==> config.mk <==
export PLATFORM = sky130hd
export DESIGN_NAME = rio_select
export DESIGN_NICKNAME = d
export VERILOG_FILES = /design/src/verilog/rio_pkg.sv /design/src/verilog/rio_ram.sv /design/src/verilog/rio_select.sv /design/src/verilog/rio_sync.sv
export SDC_FILE = /design/constraint.sdc
export NUM_CORES = 1
export LEC_CHECK = 0
export BUFFER_PORTS_ARGS = -buffer_cell sky130_fd_sc_hd__clkbuf_2
export CORE_MARGIN = 2
export CORE_UTILIZATION = 55
export CTS_CLUSTER_SIZE = 28
export DETAILED_ROUTE_END_ITERATION = 16
export PLACE_DENSITY_LB_ADDON = 0.12
export SLEW_MARGIN = 20
export SYNTH_ARGS = -nofsm -noshare
export SYNTH_HDL_FRONTEND = slang
export SYNTH_SLANG_ARGS = --single-unit
==> constraint.sdc <==
create_clock -name sys_clk -period 5.1 [get_ports sys_clk]
set_clock_uncertainty 0.05 [all_clocks]
set_input_delay 1.53 -clock sys_clk [delete_from_list [all_inputs] [get_ports sys_clk]]
set_output_delay 1.53 -clock sys_clk [all_outputs]
set_load 0.05 [all_outputs]
==> src/verilog/rio_pkg.sv <==
// Constants, carrier types and decode helper for the RAM, I/O and timer select block
package rio_pkg;

  localparam int          DATA_W       = 8;       // Data bus width
  localparam int          ADDR_W       = 7;       // Address lines A0..A6
  localparam int          RAM_DEPTH    = 128;     // RAM bytes
  localparam int          A0_BIT       = 0;       // Register select low
  localparam int          A1_BIT       = 1;       // Register select high
  localparam int          A2_BIT       = 2;       // Timer versus ports
  localparam int          A3_BIT       = 3;       // Timer interrupt enable
  localparam int          A4_BIT       = 4;       // Timer write versus edge control
  localparam int          TFLAG_BIT    = 7;       // Timer expiry flag position
  localparam int          EFLAG_BIT    = 6;       // Edge flag position
  localparam int          TOP_LINE     = 7;       // Edge-sensed port A line
  localparam logic [1:0]  PA_LATCH     = 2'h0;    // Port A output latch
  localparam logic [1:0]  PA_DIR       = 2'h1;    // Port A direction
  localparam logic [1:0]  PB_LATCH     = 2'h2;    // Port B output latch
  localparam logic [1:0]  PB_DIR       = 2'h3;    // Port B direction
  localparam logic [1:0]  PRE_DIV1     = 2'h0;    // Divide by 1
  localparam logic [1:0]  PRE_DIV8     = 2'h1;    // Divide by 8
  localparam logic [1:0]  PRE_DIV64    = 2'h2;    // Divide by 64
  localparam logic [1:0]  PRE_DIV1024  = 2'h3;    // Divide by 1024
  localparam logic [7:0]  RST_BYTE     = 8'h00;   // Reset value of byte registers
  localparam logic [1:0]  RST_PRESCALE = 2'h0;    // Reset prescale choice
  localparam logic        RST_EDGE_EN  = 1'b0;    // Edge interrupt off at reset
  localparam logic        RST_EDGE_POS = 1'b0;    // Negative edge at reset
  localparam logic        RST_TIMER_EN = 1'b0;    // Timer interrupt off at reset
  localparam logic [5:0]  FLAG_PAD     = 6'h00;   // Empty flag bits

  // One bus cycle as seen on the pins
  typedef struct packed {
    logic              cs_high;            // chip_select_high
    logic              cs_low_n;           // chip_select_low_n
    logic              ram_io_select_n;    // Low selects RAM
    logic              rd_wr_n;            // High reads, low writes
    logic [ADDR_W-1:0] addr;               // A6..A0
    logic [DATA_W-1:0] wdata;              // Write data
  } rio_bus_t;

  // Decoded access kinds
  typedef struct packed {
    logic ram;        // RAM access
    logic port;       // Port register access
    logic twrite;     // Timer write
    logic tread;      // Timer count read
    logic fread;      // Flag register read
    logic edge_wr;    // Edge control write
  } rio_sel_t;

  // Steers one bus cycle to its target
  function automatic rio_sel_t rio_decode(input rio_bus_t b);
    logic     chip;
    logic     io;
    rio_sel_t s;
    chip     = b.cs_high && !b.cs_low_n;
    io       = chip && b.ram_io_select_n;
    s.ram    = chip && !b.ram_io_select_n;
    s.port   = io && !b.addr[A2_BIT];
    s.twrite = io && b.addr[A2_BIT] && !b.rd_wr_n && b.addr[A4_BIT];
    s.edge_wr = io && b.addr[A2_BIT] && !b.rd_wr_n && !b.addr[A4_BIT];
    s.tread  = io && b.addr[A2_BIT] && b.rd_wr_n && !b.addr[A0_BIT];
    s.fread  = io && b.addr[A2_BIT] && b.rd_wr_n && b.addr[A0_BIT];
    return s;
  endfunction : rio_decode

endpackage : rio_pkg

==> src/verilog/rio_ram.sv <==
// Byte-wide flip-flop RAM with combinational read
`timescale 1ns/1ns
module rio_ram (
  input  wire logic                        sys_clk, // System clock
  input  wire logic                        wr_en,   // Write strobe
  input  wire logic [rio_pkg::ADDR_W-1:0]  addr,    // Byte index
  input  wire logic [rio_pkg::DATA_W-1:0]  wdata,   // Write data
  output logic      [rio_pkg::DATA_W-1:0]  rdata    // Read data
);

  logic [rio_pkg::DATA_W-1:0] mem_r [rio_pkg::RAM_DEPTH]; // Storage

  // Write port; contents are undefined until written
  always_ff @(posedge sys_clk)
  begin
    if (wr_en)
    begin
      mem_r[addr] <= wdata;
    end
  end

  assign rdata = mem_r[addr];

endmodule : rio_ram

==> src/verilog/rio_select.sv <==
// Access decode, port registers, interrupt flags and open-drain request
`timescale 1ns/1ns
module rio_select (
  input  wire logic                       sys_clk,         // System clock, 10 MHz
  input  wire logic                       sys_rst,         // Async reset, high
  input  wire rio_pkg::rio_bus_t          bus_in,          // Selects, address, data
  input  wire logic [7:0]                 port_a_pins,     // Port A pin levels
  input  wire logic [7:0]                 timer_count,     // Count from timer core
  input  wire logic                       timer_expire,    // Timeout pulse
  output logic      [7:0]                 data_out,        // Read data
  output logic                            data_oe,         // Data bus drive
  output logic                            irq_n_out,       // Request pin level
  output logic                            irq_n_oe,        // Request pin drive
  output logic                            timer_load,      // Timer write pulse
  output logic      [7:0]                 timer_data,      // Timer start value
  output logic      [1:0]                 timer_prescale,  // Prescale choice
  output logic      [7:0]                 port_a_output_latch, // Port A latch
  output logic      [7:0]                 port_a_direction,    // Port A direction
  output logic      [7:0]                 port_b_output_latch, // Port B latch
  output logic      [7:0]                 port_b_direction     // Port B direction
);

  ////////////////////////////////////////////////////////////////////////////
  // Declarations

  rio_pkg::rio_sel_t sel;         // Decoded access
  logic [7:0]  pa_sync;           // Synchronised port A pins
  logic [7:0]  ram_rdata;         // RAM read byte
  logic        edge_hit;          // Active transition seen
  logic        irq_want;          // Some enabled flag set
  logic [1:0]  reg_idx;           // Port register index
  logic        pa7_prev_r;        // Previous top-line level
  logic        pa7_prev_nxt;
  logic        tflag_r;           // Timer expiry flag
  logic        tflag_nxt;
  logic        eflag_r;           // Edge flag
  logic        eflag_nxt;
  logic        timer_en_r;        // Timer interrupt enable
  logic        timer_en_nxt;
  logic        edge_en_r;         // Edge interrupt enable
  logic        edge_en_nxt;
  logic        edge_pos_r;        // Positive edge chosen
  logic        edge_pos_nxt;
  logic [7:0]  rdata_r;           // Registered read data
  logic [7:0]  rdata_nxt;
  logic        oe_r;              // Data bus drive
  logic        oe_nxt;
  logic        irq_oe_r;          // Request drive
  logic        irq_oe_nxt;
  logic        tload_r;           // Timer write pulse
  logic        tload_nxt;
  logic [7:0]  tdata_r;           // Timer start value
  logic [7:0]  tdata_nxt;
  logic [1:0]  pre_r;             // Prescale choice
  logic [1:0]  pre_nxt;
  logic [7:0]  pa_latch_r;        // Port A latch
  logic [7:0]  pa_latch_nxt;
  logic [7:0]  pa_dir_r;          // Port A direction
  logic [7:0]  pa_dir_nxt;
  logic [7:0]  pb_latch_r;        // Port B latch
  logic [7:0]  pb_latch_nxt;
  logic [7:0]  pb_dir_r;          // Port B direction
  logic [7:0]  pb_dir_nxt;

  ////////////////////////////////////////////////////////////////////////////
  // Decode and helpers

  // Steers the access by selects, read/write, A0, A2 and A4
  assign sel     = rio_pkg::rio_decode(bus_in);
  assign reg_idx = bus_in.addr[rio_pkg::A1_BIT:rio_pkg::A0_BIT];

  // Port A pins pass two flops before use
  rio_sync #(
    .WIDTH    (8)
  ) u_pa_sync (
    .sys_clk  (sys_clk),
    .sys_rst  (sys_rst),
    .pin_in   (port_a_pins),
    .sync_out (pa_sync)
  );

  // RAM storage
  rio_ram u_ram (
    .sys_clk (sys_clk),
    .wr_en   (sel.ram && !bus_in.rd_wr_n),
    .addr    (bus_in.addr),
    .wdata   (bus_in.wdata),
    .rdata   (ram_rdata)
  );

  // Edge seen on the synchronised top line, direction plays no part
  always_comb
  begin
    if (edge_pos_r)
    begin
      edge_hit = pa_sync[rio_pkg::TOP_LINE] && !pa7_prev_r;
    end
    else
    begin
      edge_hit = !pa_sync[rio_pkg::TOP_LINE] && pa7_prev_r;
    end
  end

  ////////////////////////////////////////////////////////////////////////////
  // Flags and interrupt control

  // Next flag, enable and request values
  always_comb
  begin
    pa7_prev_nxt = pa_sync[rio_pkg::TOP_LINE];
    tflag_nxt    = tflag_r;
    eflag_nxt    = eflag_r;
    timer_en_nxt = timer_en_r;
    edge_en_nxt  = edge_en_r;
    edge_pos_nxt = edge_pos_r;
    // Timer access clears the timer flag
    if (sel.twrite || sel.tread)
    begin
      tflag_nxt    = 1'b0;
      timer_en_nxt = bus_in.addr[rio_pkg::A3_BIT];
    end
    // Timeout wins over a coincident clear
    if (timer_expire)
    begin
      tflag_nxt = 1'b1;
    end
    // Flag read clears the edge flag
    if (sel.fread)
    begin
      eflag_nxt = 1'b0;
    end
    // Edge wins over a coincident clear
    if (edge_hit)
    begin
      eflag_nxt = 1'b1;
    end
    // Edge control write, data ignored
    if (sel.edge_wr)
    begin
      edge_en_nxt  = bus_in.addr[rio_pkg::A1_BIT];
      edge_pos_nxt = bus_in.addr[rio_pkg::A0_BIT];
    end
  end

  // Either enabled flag pulls the request low
  assign irq_want   = (tflag_r && timer_en_r) || (eflag_r && edge_en_r);
  assign irq_oe_nxt = irq_want;

  // Flag and enable registers
  always_ff @(posedge sys_clk or posedge sys_rst)
  begin
    if (sys_rst)
    begin
      pa7_prev_r <= 1'b0;
      tflag_r    <= 1'b0;
      eflag_r    <= 1'b0;
      timer_en_r <= rio_pkg::RST_TIMER_EN;
      edge_en_r  <= rio_pkg::RST_EDGE_EN;
      edge_pos_r <= rio_pkg::RST_EDGE_POS;
      irq_oe_r   <= 1'b0;
    end
    else
    begin
      pa7_prev_r <= pa7_prev_nxt;
      tflag_r    <= tflag_nxt;
      eflag_r    <= eflag_nxt;
      timer_en_r <= timer_en_nxt;
      edge_en_r  <= edge_en_nxt;
      edge_pos_r <= edge_pos_nxt;
      irq_oe_r   <= irq_oe_nxt;
    end
  end

  ////////////////////////////////////////////////////////////////////////////
  // Port registers, timer strobes and read data

  // Next register and read values
  always_comb
  begin
    pa_latch_nxt = pa_latch_r;
    pa_dir_nxt   = pa_dir_r;
    pb_latch_nxt = pb_latch_r;
    pb_dir_nxt   = pb_dir_r;
    tload_nxt    = sel.twrite;
    tdata_nxt    = tdata_r;
    pre_nxt      = pre_r;
    rdata_nxt    = rio_pkg::RST_BYTE;
    oe_nxt       = bus_in.rd_wr_n && (sel.ram || sel.port || sel.tread || sel.fread);
    // Port register write
    if (sel.port && !bus_in.rd_wr_n)
    begin
      case (reg_idx)
        rio_pkg::PA_LATCH: pa_latch_nxt = bus_in.wdata;
        rio_pkg::PA_DIR:   pa_dir_nxt   = bus_in.wdata;
        rio_pkg::PB_LATCH: pb_latch_nxt = bus_in.wdata;
        default:           pb_dir_nxt   = bus_in.wdata;
      endcase
    end
    // Timer write takes count and prescale
    if (sel.twrite)
    begin
      tdata_nxt = bus_in.wdata;
      pre_nxt   = reg_idx;
    end
    // Read data selection
    if (sel.ram)
    begin
      rdata_nxt = ram_rdata;
    end
    else if (sel.port)
    begin
      case (reg_idx)
        rio_pkg::PA_LATCH: rdata_nxt = (pa_sync & ~pa_dir_r) | (pa_latch_r & pa_dir_r);
        rio_pkg::PA_DIR:   rdata_nxt = pa_dir_r;
        rio_pkg::PB_LATCH: rdata_nxt = pb_latch_r;
        default:           rdata_nxt = pb_dir_r;
      endcase
    end
    else if (sel.tread)
    begin
      rdata_nxt = timer_count;
    end
    else if (sel.fread)
    begin
      rdata_nxt = {tflag_r, eflag_r, rio_pkg::FLAG_PAD};
    end
  end

  // Port, timer and read registers
  always_ff @(posedge sys_clk or posedge sys_rst)
  begin
    if (sys_rst)
    begin
      pa_latch_r <= rio_pkg::RST_BYTE;
      pa_dir_r   <= rio_pkg::RST_BYTE;
      pb_latch_r <= rio_pkg::RST_BYTE;
      pb_dir_r   <= rio_pkg::RST_BYTE;
      tload_r    <= 1'b0;
      tdata_r    <= rio_pkg::RST_BYTE;
      pre_r      <= rio_pkg::RST_PRESCALE;
      rdata_r    <= rio_pkg::RST_BYTE;
      oe_r       <= 1'b0;
    end
    else
    begin
      pa_latch_r <= pa_latch_nxt;
      pa_dir_r   <= pa_dir_nxt;
      pb_latch_r <= pb_latch_nxt;
      pb_dir_r   <= pb_dir_nxt;
      tload_r    <= tload_nxt;
      tdata_r    <= tdata_nxt;
      pre_r      <= pre_nxt;
      rdata_r    <= rdata_nxt;
      oe_r       <= oe_nxt;
    end
  end

  // Outputs straight from registers; request level is a constant low
  assign data_out            = rdata_r;
  assign data_oe             = oe_r;
  assign irq_n_out           = 1'b0;
  assign irq_n_oe            = irq_oe_r;
  assign timer_load          = tload_r;
  assign timer_data          = tdata_r;
  assign timer_prescale      = pre_r;
  assign port_a_output_latch = pa_latch_r;
  assign port_a_direction    = pa_dir_r;
  assign port_b_output_latch = pb_latch_r;
  assign port_b_direction    = pb_dir_r;
endmodule : rio_select

==> src/verilog/rio_sync.sv <==
// Two-flop synchroniser for pin levels
`timescale 1ns/1ns
module rio_sync #(
  parameter int WIDTH = 8                  // Bits synchronised
) (
  input  wire logic             sys_clk,   // System clock
  input  wire logic             sys_rst,   // Async reset, high
  input  wire logic [WIDTH-1:0] pin_in,    // Raw pin levels
  output logic      [WIDTH-1:0] sync_out   // Synchronised levels
);

  logic [WIDTH-1:0] meta_r;   // First stage, read only by second
  logic [WIDTH-1:0] meta_nxt; // First stage next
  logic [WIDTH-1:0] sync_r;   // Second stage
  logic [WIDTH-1:0] sync_nxt; // Second stage next

  // Next values of both stages
  always_comb
  begin
    meta_nxt = pin_in;
    sync_nxt = meta_r;
  end

  // Stage registers
  always_ff @(posedge sys_clk or posedge sys_rst)
  begin
    if (sys_rst)
    begin
      meta_r <= '0;
      sync_r <= '0;
    end
    else
    begin
      meta_r <= meta_nxt;
      sync_r <= sync_nxt;
    end
  end

  assign sync_out = sync_r;

endmodule : rio_sync
==> qor.yml <==
grt_max_degree: 134
synthArstFlopShare_pct: 6.82
die_width_um: 284
final_tns_setup_ps: 0
ioPinCount: 92
die-area_mm2: 0.0809
timing.final.crit_share_pct: 82.5
post_cts_resize_count: 0
drive_gt1_share_pct: 27.8
hold_buffers: 0
final.fill_count: 5386
fin_nets: 2628
cts_root_buf: "sky130_fd_sc_hd__clkbuf_16"
clk_pin_slew_worst_paths_ps: 60
cp_data_arrival_time_ps: 4770
count_of_port_buffers_added_during_placement: 90
hold_violations: 0
floorplan.core_area_mm2: 0.0776
synth_top_area_cell: "sky130_fd_sc_hd__edfxtp_1"
rows: 102
detail_route.vias_per_cell: 6.46
synth_ff_type: "sky130_fd_sc_hd__edfxtp_1"
slew_headroom_pct: 18.1
cts-root-to-sink-buffers: 3
post-synth-top-count-cell: "sky130_fd_sc_hd__edfxtp_1"
cts.sink_count: 1099
critical_path_required_ps: 5660
htreeDepth: 3
areaGrowthSynthToFinish_pct: 15.4
synth_fp_nets: 2339
first_pass_grt_wire_length_um: 168000
holdCritPathClass: "reg2reg"
outcome: "complete, no violations"
post-dp-hpwl_um: 72300
synth_common_cells: "1,024 x sky130_fd_sc_hd__edfxtp_1, 180 x sky130_fd_sc_hd__mux4_2, 161 x sky130_fd_sc_hd__nor2_1"
wl_per_cell_um: 31.0
endpoint_kind: "flip-flop"
unrepaired_setup_endpoints_after_global_routing: "false"
cts_setup_buffers: 0
power.total_w: 0.0195
start_util_pct: 55.7
gp_congestion: 0.871
worst_path_max_delay_cell: "sky130_fd_sc_hd__nand3b_1"
seq_area_frac_synth_pct: 75.5
leakagePower_nw: 16.7
powerDensity_mw_per_mm2: 392
die_height_um: 284
grt_antenna_before_repair: 1
synth.area.top_cells: "sky130_fd_sc_hd__edfxtp_1 71%, sky130_fd_sc_hd__mux4_2 9.4%, sky130_fd_sc_hd__dfrtp_1 4.3%"
cap_viol_max_count: 0
route.antenna.remaining_nets: 0
multi_input_comb_area_mm2: 0.00977
synth_enable_flop_cells: 1024
groute.usage.overall_pct: 28.8
period_needed_ps: 4210
crit_buf_inv: 3
total_vias_in_the_final_route: 24100
setup.worst_path.class: "in2reg"
max_freq_mhz: 238
synthesis.area_per_instance_um2: 18.8
report.final.setup_viol: 0
cp_cell_sequence: "buf_4 > nand3b_1 > buf_4 > o221ai_1 > o21ai_0 > a41oi_1 > buf_4 > o41a_1"
timing.critical_path.max_delay_family: "buffers and inverters"
grt-ovfl-total: 0
drt_first_pass_iters: 8
clock_latency_on_the_worst_skew_pair_ps: 670
synth_warnings: 0
first_global_vias: 24000
remaining_design_rule_violation_count: 0
postSynthRegisterBits: 1099
drt_iter0_drc: 2984
syn_area_mm2: 0.0432
netlist-cell-type-count: 75
synthDominantCellAreaShare_pct: 71.1
worst_ir_drop_vdd_mv: 0.271
slew_at_the_pin_closest_to_its_max_slew_limit_ps: 1230
register_area_mm2: 0.0326
critical_path.max_fanout: 53
report.final.slew_viol_count: 0
cts-buffers-inserted: 108
cp_slowest_stage_delay_ps: 910
crit_top_cell: "sky130_fd_sc_hd__buf_4"
clock_tree_from_tritoncts: "built"
route.final.wire_length_um: 116000
synthCells: 2301
critical_path.startpoint_type: "input port"
## per-layer routing
layer	vias up	track usage (%)	routed length, µm
li1	9936	-	-
met4	2	8.26	3160
met2	1371	44.3	54200
met5	-	0	10
met3	184	4.97	11600
met1	12600	42.9	46600
## flip-flops by register name, indices dropped and copies added (netlist names), 2 cells and up
register / cells
timer_data: 8
port_b_output_latch: 8
port_a_output_latch: 8
port_a_direction: 8
timer_prescale: 2
port_b_direction: 8
data_out: 8
u_ram.mem_r: 1024
u_pa_sync.sync_out: 8
u_pa_sync.meta_r: 8
## cell families after synthesis
group                  count (synthesis)  share of synthesized area (%)
and+or+nand+nor                      382                           4.12
DFF                                 1099                           75.5
other                                  1                        0.00867
AOI/OAI and AO/OA                    337                           5.31
muxes                                333                           13.1
buffers and inverters                149                           1.94
## worst paths after layout
kind | start | slack, ps | endpoint | depth (start not counted)
max | bus_in[11] | 890 | data_out[0]$_DFF_PP0_ | 8
min | u_pa_sync.meta_r[7]$_DFF_PP0_ | 300 | u_pa_sync.sync_out[7]$_DFF_PP0_ | 0
max reg2reg | u_ram.mem_r[76][3]$_DFFE_PP_ | 2510 | data_out[3]$_DFF_PP0_ | 6
min reg2reg | u_pa_sync.meta_r[7]$_DFF_PP0_ | 300 | u_pa_sync.sync_out[7]$_DFF_PP0_ | 0
max in group asynchronous | sys_rst | 3270 | data_out[7]$_DFF_PP0_ | 3
min in group asynchronous | sys_rst | 930 | timer_data[6]$_DFFE_PP0P_ | 2
## worst register-to-register path, stage by stage (launching register included)
cell	delay [ps]
sky130_fd_sc_hd__edfxtp_1	390
sky130_fd_sc_hd__mux4_2	470
sky130_fd_sc_hd__a22o_1	240
sky130_fd_sc_hd__o21ai_0	460
sky130_fd_sc_hd__o2111ai_1	290
sky130_fd_sc_hd__nand4b_1	340
sky130_fd_sc_hd__a41oi_1	190
## cell type report
cell class / count / area share [%]
sequential: 1099 / 65.4
clock buffer: 141 / 5.98
timing repair buffer: 321 / 4.86
clock inverter: 62 / 1.48
tap: 1040 / 2.61
multi-input combinational: 1053 / 19.6
inverter: 7 / 0.0577
antenna: 1 / 0.00502
## metrics by stage
step | cells | instance area, µm² | hold WS [ps] | utilization, % | worst slack, ps
2_1_floorplan | 2301 | 43200 | 281 | - | 1360
3_3_place_gp | 3520 | 46100 | 290 | 59.5 | 331
3_5_place_dp | 3520 | 46100 | 286 | 59.5 | 351
4_1_cts | 3723 | 49900 | 298 | 64.3 | 1060
5_1_grt | 3723 | 49900 | 311 | 64.3 | 960
6_report | 3724 | 49900 | 295 | 64.3 | 890
## report_power, final
part,total (W),switching [W],internal [W]
Sequential,0.00998,0.0000558,0.00993
Clock,0.00827,0.00335,0.00493
Combinational,0.00128,0.000890,0.000394
## cell usage in the layout, fill, tap and decap left out, types with 8 or more instances in the layout
cell,instances
sky130_fd_sc_hd__a31oi_1,8
sky130_fd_sc_hd__a211oi_1,9
sky130_fd_sc_hd__nor3_1,12
sky130_fd_sc_hd__mux4_2,180
sky130_fd_sc_hd__mux2_2,60
sky130_fd_sc_hd__nor2_1,161
sky130_fd_sc_hd__o221ai_1,21
sky130_fd_sc_hd__clkinv_2,19
sky130_fd_sc_hd__o2bb2ai_1,23
sky130_fd_sc_hd__buf_12,15
sky130_fd_sc_hd__dfrtp_1,75
sky130_fd_sc_hd__nand2_1,102
sky130_fd_sc_hd__nor2b_1,19
sky130_fd_sc_hd__clkbuf_2,78
sky130_fd_sc_hd__clkbuf_1,22
sky130_fd_sc_hd__a22oi_1,15
sky130_fd_sc_hd__nand2b_1,11
sky130_fd_sc_hd__clkbuf_16,112
sky130_fd_sc_hd__o22ai_1,46
sky130_fd_sc_hd__edfxtp_1,1024
sky130_fd_sc_hd__bufinv_16,16
sky130_fd_sc_hd__o21ai_0,52
sky130_fd_sc_hd__mux2i_1,91
sky130_fd_sc_hd__nand3_1,31
sky130_fd_sc_hd__buf_4,225
sky130_fd_sc_hd__a21oi_1,89
sky130_fd_sc_hd__clkinv_1,19
Power figures use the tool's default switching activity.
